<file path="config.mk">
export PLATFORM = sky130hd
export DESIGN_NAME = mcs_sequencer
export DESIGN_NICKNAME = d
export VERILOG_FILES = /design/src/core/mcs_prereg.v /design/src/core/mcs_sequencer.v
export VERILOG_INCLUDE_DIRS = /design/src /design/src/common
export SDC_FILE = /design/constraint.sdc
export NUM_CORES = 2
export LEC_CHECK = 0
export ABC_CLOCK_PERIOD_IN_PS = 5600
export BUFFER_PORTS_ARGS = -buffer_cell sky130_fd_sc_hd__buf_2
export CAP_MARGIN = 20
export CORE_MARGIN = 8
export CORE_UTILIZATION = 64
export DETAILED_ROUTE_END_ITERATION = 8
export HOLD_SLACK_MARGIN = 0.1
export PLACE_DENSITY_LB_ADDON = 0.08
export REMOVE_ABC_BUFFERS = 1
export SLEW_MARGIN = 10
export SYNTH_ARGS = -nofsm -noshare
export SYNTH_HDL_FRONTEND = slang
export SYNTH_SLANG_ARGS = --single-unit
</file>
<file path="constraint.sdc">
create_clock -name sys_clk -period 5.6 [get_ports sys_clk]
set_input_delay 0 -clock sys_clk [delete_from_list [all_inputs] [get_ports sys_clk]]
set_output_delay 0 -clock sys_clk [all_outputs]
set_load 0.03 [all_outputs]
</file>
<file path="src/common/mcs_regs.vh">
// Constants for the motion command sequencer: command word layout,
// axis count and timing figures.
// Assumes it is included by bare name from every design file.
//
// What this block does
// - Each axis reports whether its command pre-register has room.
// - A write to a full pre-register replaces the second stage.
// - Continuous-sequence flag: 1 marks sequence started, 0 finished.
// - Dwell holds the axis for given milliseconds with no motion.
// - Group start acts on all armed idle axes together, group stop on the axes that group start launched.
// - Start and stop lines of several cards are wired together.
// - Group start launches each axis with its prepared profile.
// - Moves carry distance, velocities and acceleration times.
// - S-curve moves carry separate accel and decel intervals.
`ifndef MCS_REGS_VH
`define MCS_REGS_VH

// ==========================================================
// Geometry
`define MCS_AXES 2
`define MCS_CMD_W 163

// ==========================================================
// Command word fields (LSB positions)
`define MCS_F_DWELL 0
`define MCS_F_SCURVE 1
`define MCS_F_ABS 2
`define MCS_F_DIST_LSB 3
`define MCS_F_PAUSE_LSB 3
`define MCS_F_SVEL_LSB 35
`define MCS_F_PVEL_LSB 59
`define MCS_F_TACC_LSB 83
`define MCS_F_TDEC_LSB 99
`define MCS_F_SVACC_LSB 115
`define MCS_F_SVDEC_LSB 139

// ==========================================================
// Reset values
`define MCS_STAGE_RST 1'b0
`define MCS_PULSE_RST 1'b0

// ==========================================================
// Timing
`define MCS_CLK_PERIOD_NS 10
`define MCS_MS_IN_NS 1000000
`define MCS_MS_CYCLES (`MCS_MS_IN_NS / `MCS_CLK_PERIOD_NS)

`endif

</file>
<file path="src/core/mcs_prereg.v">
// Two-stage command pre-register for one axis.
// Assumes push and pop are single-cycle strobes in the sys_clk domain.
`timescale 1ns/1ns
`include "mcs_regs.vh"

module mcs_prereg
(
    // Clock and reset
    input wire sys_clk,
    input wire nrst,
    input wire ce,
    // Filling side
    input wire push,
    input wire [`MCS_CMD_W-1:0] word,
    // Draining side
    input wire pop,
    output reg headValid,
    output reg [`MCS_CMD_W-1:0] headWord,
    // Status
    output reg roomFree
);

    reg tailValid;
    reg [`MCS_CMD_W-1:0] tailWord;
    reg next_headValid;
    reg next_tailValid;

    // ==========================================================
    // Occupancy; pop and push may land in one cycle
    always @*
    begin
        next_headValid = headValid;
        next_tailValid = tailValid;
        if (pop)
        begin
            next_headValid = tailValid | push;
            next_tailValid = tailValid & push;
        end
        else if (push)
        begin
            next_headValid = 1'b1;
            next_tailValid = headValid;
        end
    end

    // ==========================================================
    // Stage registers; a full queue keeps the head and loses
    // the old tail, since the host was told there was no room
    always @(posedge sys_clk or negedge nrst)
    begin
        if (!nrst)
        begin
            headValid <= `MCS_STAGE_RST;
            tailValid <= `MCS_STAGE_RST;
            headWord <= {`MCS_CMD_W{1'b0}};
            tailWord <= {`MCS_CMD_W{1'b0}};
            roomFree <= 1'b1;
        end
        else if (ce)
        begin
            headValid <= next_headValid;
            tailValid <= next_tailValid;
            roomFree <= ~next_tailValid;
            if (pop)
                headWord <= tailValid ? tailWord : word;
            else if (push && !headValid)
                headWord <= word;
            if (push && (headValid || tailValid) && !(pop && !tailValid))
                tailWord <= word;
        end
    end

endmodule

</file>
<file path="src/core/mcs_sequencer.v">
// Per-axis motion command sequencer with dwell and group start/stop.
// Assumes a profile generator behind moveStart/moveCmd that answers
// with moveDone, and sync lines wired across cards outside the chip.
`timescale 1ns/1ns
`include "mcs_regs.vh"

module mcs_sequencer
#(
    parameter integer MS_CYCLES = `MCS_MS_CYCLES
)
(
    // Clock and reset
    input wire sys_clk,
    input wire nrst,
    input wire ce,
    // Host command port
    input wire cmdWrite,
    input wire groupLoad,
    input wire cmdAxis,
    input wire [`MCS_CMD_W-1:0] cmdWord,
    input wire [`MCS_AXES-1:0] contFlag,
    // Host group control
    input wire groupStart,
    input wire groupStop,
    input wire [`MCS_AXES-1:0] groupAxisList,
    input wire [1:0] groupAxisCount,
    input wire groupLeadAxis,
    // Card-to-card sync lines
    input wire syncStartIn,
    input wire syncStopIn,
    output reg syncStartOut,
    output reg syncStopOut,
    // Profile generator side
    input wire [`MCS_AXES-1:0] moveDone,
    output wire [`MCS_AXES-1:0] moveStart,
    output wire [`MCS_AXES*`MCS_CMD_W-1:0] moveCmd,
    output wire [`MCS_AXES-1:0] axisHalt,
    // Status
    output wire [`MCS_AXES-1:0] preregEmpty,
    output wire [`MCS_AXES-1:0] axisBusy,
    output wire [`MCS_AXES-1:0] seqActive
);

    localparam [2:0] ST_IDLE = 3'h1;
    localparam [2:0] ST_MOVE = 3'h2;
    localparam [2:0] ST_DWELL = 3'h4;
    localparam [31:0] TICK_FULL = MS_CYCLES - 1;
    localparam [16:0] TICK_LAST = TICK_FULL[16:0];

    // ==========================================================
    // Decoding helpers
    function isDwell;
        input [`MCS_CMD_W-1:0] w;
        begin
            isDwell = w[`MCS_F_DWELL];
        end
    endfunction

    function [1:0] setCount;
        input [`MCS_AXES-1:0] list;
        begin
            setCount = {1'b0, list[0]} + {1'b0, list[1]};
        end
    endfunction

    function lowestAxis;
        input [`MCS_AXES-1:0] list;
        begin
            lowestAxis = ~list[0];
        end
    endfunction

    // ==========================================================
    // Group request check: lead must be first listed axis
    wire leadOk;
    assign leadOk = groupAxisList[groupLeadAxis]
                  & (lowestAxis(groupAxisList) == groupLeadAxis)
                  & (setCount(groupAxisList) == groupAxisCount);

    // ==========================================================
    // Sync line drive; every card, this one included, acts only
    // on the wired line so all axes move on the same edge
    always @(posedge sys_clk or negedge nrst)
    begin
        if (!nrst)
        begin
            syncStartOut <= `MCS_PULSE_RST;
            syncStopOut <= `MCS_PULSE_RST;
        end
        else if (ce)
        begin
            syncStartOut <= groupStart & leadOk;
            syncStopOut <= groupStop & leadOk;
        end
    end

    // ==========================================================
    // Per-axis execution
    genvar a;
    generate
        for (a = 0; a < `MCS_AXES; a = a + 1)
        begin : axis
            localparam [0:0] AXIS_ID = (a == 1) ? 1'b1 : 1'b0;
            wire sel;
            wire headValid;
            wire [`MCS_CMD_W-1:0] headWord;
            wire goGroup;
            wire stopHit;
            wire dwellEnd;
            reg [2:0] state;
            reg [2:0] next_state;
            reg takeHead;
            reg popHead;
            reg launch;
            reg [`MCS_CMD_W-1:0] launchWord;
            reg [15:0] dwellLeft;
            reg [16:0] tickCnt;
            reg armed;
            reg [`MCS_CMD_W-1:0] armWord;
            reg inGroup;
            reg startPulse;
            reg haltPulse;
            reg [`MCS_CMD_W-1:0] cmdOut;
            reg busy;
            reg seqFlag;

            assign sel = (cmdAxis == AXIS_ID);
            assign goGroup = syncStartIn & armed;
            assign stopHit = syncStopIn & inGroup;
            assign dwellEnd = (dwellLeft == 16'h0);

            // Dwells and moves share one queue, so order holds
            mcs_prereg u_prereg
            (
                .sys_clk(sys_clk),
                .nrst(nrst),
                .ce(ce),
                .push(cmdWrite & sel),
                .word(cmdWord),
                .pop(popHead),
                .headValid(headValid),
                .headWord(headWord),
                .roomFree(preregEmpty[a])
            );

            // Next-state logic; the flag lets a queued command follow
            // the finished one on the same edge, with no idle gap
            always @*
            begin
                next_state = state;
                takeHead = 1'b0;
                popHead = 1'b0;
                launch = 1'b0;
                launchWord = headWord;
                case (state)
                    ST_IDLE:
                    begin
                        if (goGroup)
                        begin
                            launch = 1'b1;
                            launchWord = armWord;
                            next_state = ST_MOVE;
                        end
                        else
                            takeHead = headValid;
                    end
                    ST_MOVE:
                    begin
                        if (moveDone[a])
                        begin
                            next_state = ST_IDLE;
                            takeHead = headValid & contFlag[a];
                        end
                    end
                    ST_DWELL:
                    begin
                        if (dwellEnd)
                        begin
                            next_state = ST_IDLE;
                            takeHead = headValid & contFlag[a];
                        end
                    end
                    default:
                        next_state = ST_IDLE;
                endcase
                if (takeHead)
                begin
                    popHead = 1'b1;
                    if (isDwell(headWord))
                        next_state = ST_DWELL;
                    else
                    begin
                        launch = 1'b1;
                        next_state = ST_MOVE;
                    end
                end
            end

            // State, dwell timer and group arming
            always @(posedge sys_clk or negedge nrst)
            begin
                if (!nrst)
                begin
                    state <= ST_IDLE;
                    dwellLeft <= 16'h0;
                    tickCnt <= 17'h0;
                    armed <= 1'b0;
                    armWord <= {`MCS_CMD_W{1'b0}};
                    inGroup <= 1'b0;
                end
                else if (ce)
                begin
                    state <= next_state;
                    if (takeHead && isDwell(headWord))
                    begin
                        dwellLeft <= headWord[`MCS_F_PAUSE_LSB +: 16];
                        tickCnt <= 17'h0;
                    end
                    else if (state == ST_DWELL && !dwellEnd)
                    begin
                        if (tickCnt == TICK_LAST)
                        begin
                            tickCnt <= 17'h0;
                            dwellLeft <= dwellLeft - 16'h1;
                        end
                        else
                            tickCnt <= tickCnt + 17'h1;
                    end
                    // A fresh load beats the clear of the start edge
                    if (groupLoad && sel)
                    begin
                        armed <= 1'b1;
                        armWord <= cmdWord;
                    end
                    else if (goGroup && state == ST_IDLE)
                        armed <= 1'b0;
                    if (goGroup && state == ST_IDLE)
                        inGroup <= 1'b1;
                    else if (next_state != ST_MOVE || launch)
                        inGroup <= 1'b0;
                end
            end

            // Launch strobe, command word and status outputs
            always @(posedge sys_clk or negedge nrst)
            begin
                if (!nrst)
                begin
                    startPulse <= `MCS_PULSE_RST;
                    haltPulse <= `MCS_PULSE_RST;
                    cmdOut <= {`MCS_CMD_W{1'b0}};
                    busy <= 1'b0;
                    seqFlag <= 1'b0;
                end
                else if (ce)
                begin
                    startPulse <= launch;
                    haltPulse <= stopHit & (state == ST_MOVE);
                    if (launch)
                        cmdOut <= launchWord;
                    busy <= (next_state != ST_IDLE);
                    seqFlag <= contFlag[a];
                end
            end

            assign moveStart[a] = startPulse;
            assign axisHalt[a] = haltPulse;
            assign moveCmd[a*`MCS_CMD_W +: `MCS_CMD_W] = cmdOut;
            assign axisBusy[a] = busy;
            assign seqActive[a] = seqFlag;
        end
    endgenerate

endmodule

</file>
==> Implementation_results.wiki <==
{| class="wikitable"
! Metric !! Value
|-
| Warnings from Yosys || 0
|-
| Sum of net half-perimeters after detailed placement || 92500 um
|-
| Proportion of synthesized chip area in sequential cells || 58.8%
|-
| Slowest-stage cell, CP || sky130_fd_sc_hd__nor2_4
|-
| Num CTS Buffers || 143
|-
| Area contributors post-synth || sky130_fd_sc_hd__dfrtp_1 (59%), sky130_fd_sc_hd__mux2_2 (11%), sky130_fd_sc_hd__mux2i_1 (5.5%)
|-
| Unrepaired setup endpoints after global routing || false
|-
| Data required, critical path || 6.18 ns
|-
| CTS clock-pin slew for the worst setup and hold paths || 0.06 ns
|-
| Post-synthesis xor/xnor area fraction || 0.0589%
|-
| Relative max-transition margin || 20.9%
|-
| Height of the die || 321 um
|-
| VDD IR-drop max || 0.623 mV
|-
| Worst hold path stage count || 4
|-
| End of the worst register-to-register path || axis[1].u_prereg.headWord[36]$_DFFE_PN0P_
|-
| Max Cap Viol || 0
|-
| Clock Tree Buf Depth || 3
|-
| Type of the setup path with the least slack || reg2reg
|-
| Maximum number of pins on one net before global-route repair || 189
|-
| Sinks on the clock net || 1396
|-
| Antenna-violating nets left || 0
|-
| Synth async-reset ratio || 100%
|-
| Synthesized-area fraction occupied by ao, oa, aoi and oai cells || 10.1%
|-
| Total of flip-flops plus latches after synthesis || 1396
|-
| Count of vias placed by the detailed router || 44400
|-
| Reg2Reg Setup Slack || 2.03 ns
|-
| Min-delay src || cmdWord[130]
|-
| Fraction of power spent switching nets || 38.4%
|-
| Post-synth top area cell || sky130_fd_sc_hd__dfrtp_1
|-
| Pwr Density || 576 nW/um^2
|-
| Hold violation count in the final report || 0
|-
| Main flop type after synthesis || sky130_fd_sc_hd__dfrtp_1
|-
| First-pass GRT wire length || 262000 um
|-
| Fill cell count || 5839
|-
| Number of design rule violations left after detail routing || 0
|-
| Portion of total power attributed to sequential cells || 41.6%
|-
| Least setup slack across all paths after layout || 2.03 ns
|-
| Proportion of layout cells with a drive suffix above 1 || 24.6%
|-
| Number of H-tree branching levels || 4
|-
| Post-layout net count || 6090
|-
| Cell Int Power || 0.0252 W
|-
| Setup Viol. Count Final || 0
|-
| Post-route cell area || 70800 um^2
|-
| Hold Crit Endpoint || axis[0].u_prereg.headWord[130]$_DFFE_PN0P_
|-
| Pre-antenna DRT Iters || 6
|-
| CTS root buf || sky130_fd_sc_hd__clkbuf_16
|-
| Number of synthesized flops with an enable pin || 0
|-
| Routed wire length || 166000 um
|-
| Startpoint type of the worst setup path || register
|-
| Horizontal extent of the die || 321 um
|-
| Initial antenna violation count || 14
|-
| Number of top-level design ports || 520
|-
| Most instantiated library cell after synthesis || sky130_fd_sc_hd__dfrtp_1
|-
| Leakage power || 30.6 nW
|-
| Post-route minimum period || 3.57 ns
|-
| Number of vias per cell after detailed routing || 6.10
|-
| Starting DRT DRC Count || 4100
|-
| Power after layout || 0.0408 W
|-
| Series of cell instances along the critical path || nor3b_1, and2_1, o221ai_2, nor2_4, buf_4, mux2i_1, o21ai_0
|-
| Full die area || 103000 um^2
|-
| Fraction of the core area covered by cells at the end of the flow || 77.2%
|-
| Count of mapped cells out of synthesis || 5227
|-
| Type of element capturing the critical path || register
|-
| Run status || finished, final reports clean
|-
| Cell Area, Synth || 59500 um^2
|-
| Synth Area in Adders || 0.105%
|-
| Post-synth top area share || 58.6%
|-
| Clk pwr share || 23.4%
|-
| Multiplexer share of the synthesized area || 18.2%
|-
| Arrival time reported for the critical path endpoint || 4.15 ns
|-
| Clock latency on the worst-skew pair || 0.75 ns
|-
| Switching power || 0.0157 W
|-
| Slew at the pin closest to its max-slew limit || 1.19 ns
|-
| CORE AREA || 91800 um^2
|-
| Clock tree from TritonCTS || built
|-
| Combinational family with the most area after synthesis || multiplexers
|-
| Routed WL per cell || 22.9 um
|-
| Signed area change from the synthesized netlist to the final layout || 19.2%
|-
| Combinational power share || 35.0%
|-
| Launching point of the worst reg2reg path || axis[1].state[0]$_DFFE_PN1P_
|-
| Largest driver fanout on the critical path || 20
|-
| Most used standard cells in the synthesized netlist || sky130_fd_sc_hd__dfrtp_1 (1392), sky130_fd_sc_hd__nand2_1 (870), sky130_fd_sc_hd__mux2_2 (598), sky130_fd_sc_hd__nor2_1 (360), sky130_fd_sc_hd__a21oi_1 (356)
|-
| Number of cell instances on the worst register-to-register path || 7
|-
| Slowest stage delay, CP || 0.90 ns
|-
| Classification of the worst-slack hold path || in2reg
|-
| Number of core rows || 111
|-
| Total placed instance area || 62800 um^2
|-
| # port buffers || 519
|-
| Final RePlAce weighted congestion || 0.838
|-
| GRT Residual Overflow || 0
|-
| Simple-gate area share of the yosys netlist || 9.57%
|-
| Via count of the first global-routing pass || 45800
|-
| Count of different cell masters after synthesis || 77
|-
| Top achievable clock speed || 280 MHz
|-
| Final worst-path cycle share || 63.8%
|-
| Synth Area per Inst || 11.4 um^2
|-
| Starting utilization of the core area || 64.8%
|-
| Max-slew violation count || 0
|-
| Post-placement setup slack || 2.11 ns
|-
| Setup Skew || 0.0201 ns
|-
| Total GRT Usage || 31.9%
|-
| Final hold slack || 0.137 ns
|-
| Gates resized, CTS repair || 0
|}
critical path: cells and delay by family, from the launching register on:
family / cells / cell delay (ns)
AO/OA/AOI/OAI: 2 / 0.31
buffers and inverters: 1 / 0.48
flip-flops: 1 / 0.54
multiplexers: 1 / 0.24
AND/OR/NAND/NOR: 3 / 1.82
metal layers:
metal | global-route usage [%] | vias up | wire [um]
met5 | 0 | - | 27
met4 | 14.5 | 4 | 7120
met3 | 6.09 | 378 | 10900
met2 | 52.4 | 1527 | 80800
met1 | 41.6 | 22700 | 67200
li1 | - | 19700 | -
registers in the layout, summed over array words and instances, names as in the netlist:
register,cells
axis.armWord,326
axis.cmdOut,326
axis.u_prereg.headWord,326
axis.u_prereg.tailWord,326
axis.tickCnt,34
axis.dwellLeft,32
axis.state,6
axis.armed,2
axis.busy,2
axis.haltPulse,2
axis.inGroup,2
axis.seqFlag,2
axis.startPulse,2
axis.u_prereg.headValid,2
axis.u_prereg.roomFree,2
axis.u_prereg.tailValid,2
syncStartOut,1
syncStopOut,1
area by class of cell:
cell class | count | area (um^2) | share of cell area, %
Clock inverter | 34 | 359 | 0.507
Tap cell | 1243 | 1560 | 2.20
Multi-Input combinational cell | 3423 | 22700 | 32.1
Inverter | 29 | 109 | 0.154
Timing Repair Buffer | 910 | 6780 | 9.57
Sequential cell | 1396 | 34900 | 49.3
Antenna cell | 12 | 30.0 | 0.0424
Clock buffer | 220 | 4340 | 6.12
layout by cell type (no fill, tap or decap), types with 38 or more instances in the layout:
cell type,count
sky130_fd_sc_hd__nand2_1,870
sky130_fd_sc_hd__dlygate4sd3_1,330
sky130_fd_sc_hd__mux2_4,50
sky130_fd_sc_hd__a21oi_1,355
sky130_fd_sc_hd__nor2_1,359
sky130_fd_sc_hd__o21ai_0,162
sky130_fd_sc_hd__clkbuf_1,38
sky130_fd_sc_hd__a31oi_1,330
sky130_fd_sc_hd__buf_2,517
sky130_fd_sc_hd__o21ai_1,72
sky130_fd_sc_hd__mux2_2,598
sky130_fd_sc_hd__mux2i_1,327
sky130_fd_sc_hd__clkbuf_16,150
sky130_fd_sc_hd__dfrtp_1,1392
repair_timing:
item,4_1_cts,5_1_grt
buffers inserted,0,0
endpoints found under the hold margin,1548,0
hold buffers,331,0
power groups by stage:
stage | Sequential (W) | Clock (W) | Combinational [W]
floorplan | 0.0187 | 0 | 0.00855
global placement | 0.0169 | 0 | 0.0135
detailed placement | 0.0170 | 0 | 0.0139
CTS | 0.0169 | 0.00964 | 0.0142
global route | 0.0174 | 0.0100 | 0.0155
finish | 0.0170 | 0.00954 | 0.0143
stage by stage:
step | instances | setup TNS (ns)
floorplan | 4848 | -6997.16
global placement | 6670 | 0
detailed placement | 6670 | 0
CTS | 7255 | 0
global route | 7263 | 0
finish | 7267 | 0
worst max-delay path by stage:
stage | from | end | slack [ns] | cells past startpoint
floorplan | axis[0].state[0]$_DFFE_PN1P_ | axis[0].cmdOut[0]$_DFFE_PN0P_ | -24.74 | 5
global placement | axis[1].dwellLeft[0]$_DFFE_PN0P_ | axis[1].u_prereg.headWord[45]$_DFFE_PN0P_ | 2.20 | 9
detailed placement | axis[1].state[0]$_DFFE_PN1P_ | axis[1].u_prereg.headWord[86]$_DFFE_PN0P_ | 2.11 | 7
CTS | axis[1].state[0]$_DFFE_PN1P_ | axis[1].u_prereg.headWord[36]$_DFFE_PN0P_ | 2.08 | 7
global route | axis[1].dwellLeft[0]$_DFFE_PN0P_ | axis[1].u_prereg.headWord[35]$_DFFE_PN0P_ | 1.84 | 9
finish | axis[1].state[0]$_DFFE_PN1P_ | axis[1].u_prereg.headWord[36]$_DFFE_PN0P_ | 2.03 | 7
cell families after synthesis:
kind of cell / count (synthesis)
flops: 1396
mux: 982
xor+xnor: 4
buf+inv: 408
simple gates: 1397
fa+ha+maj: 5
compound gates: 1035
(Power assumes the default switching activity.)
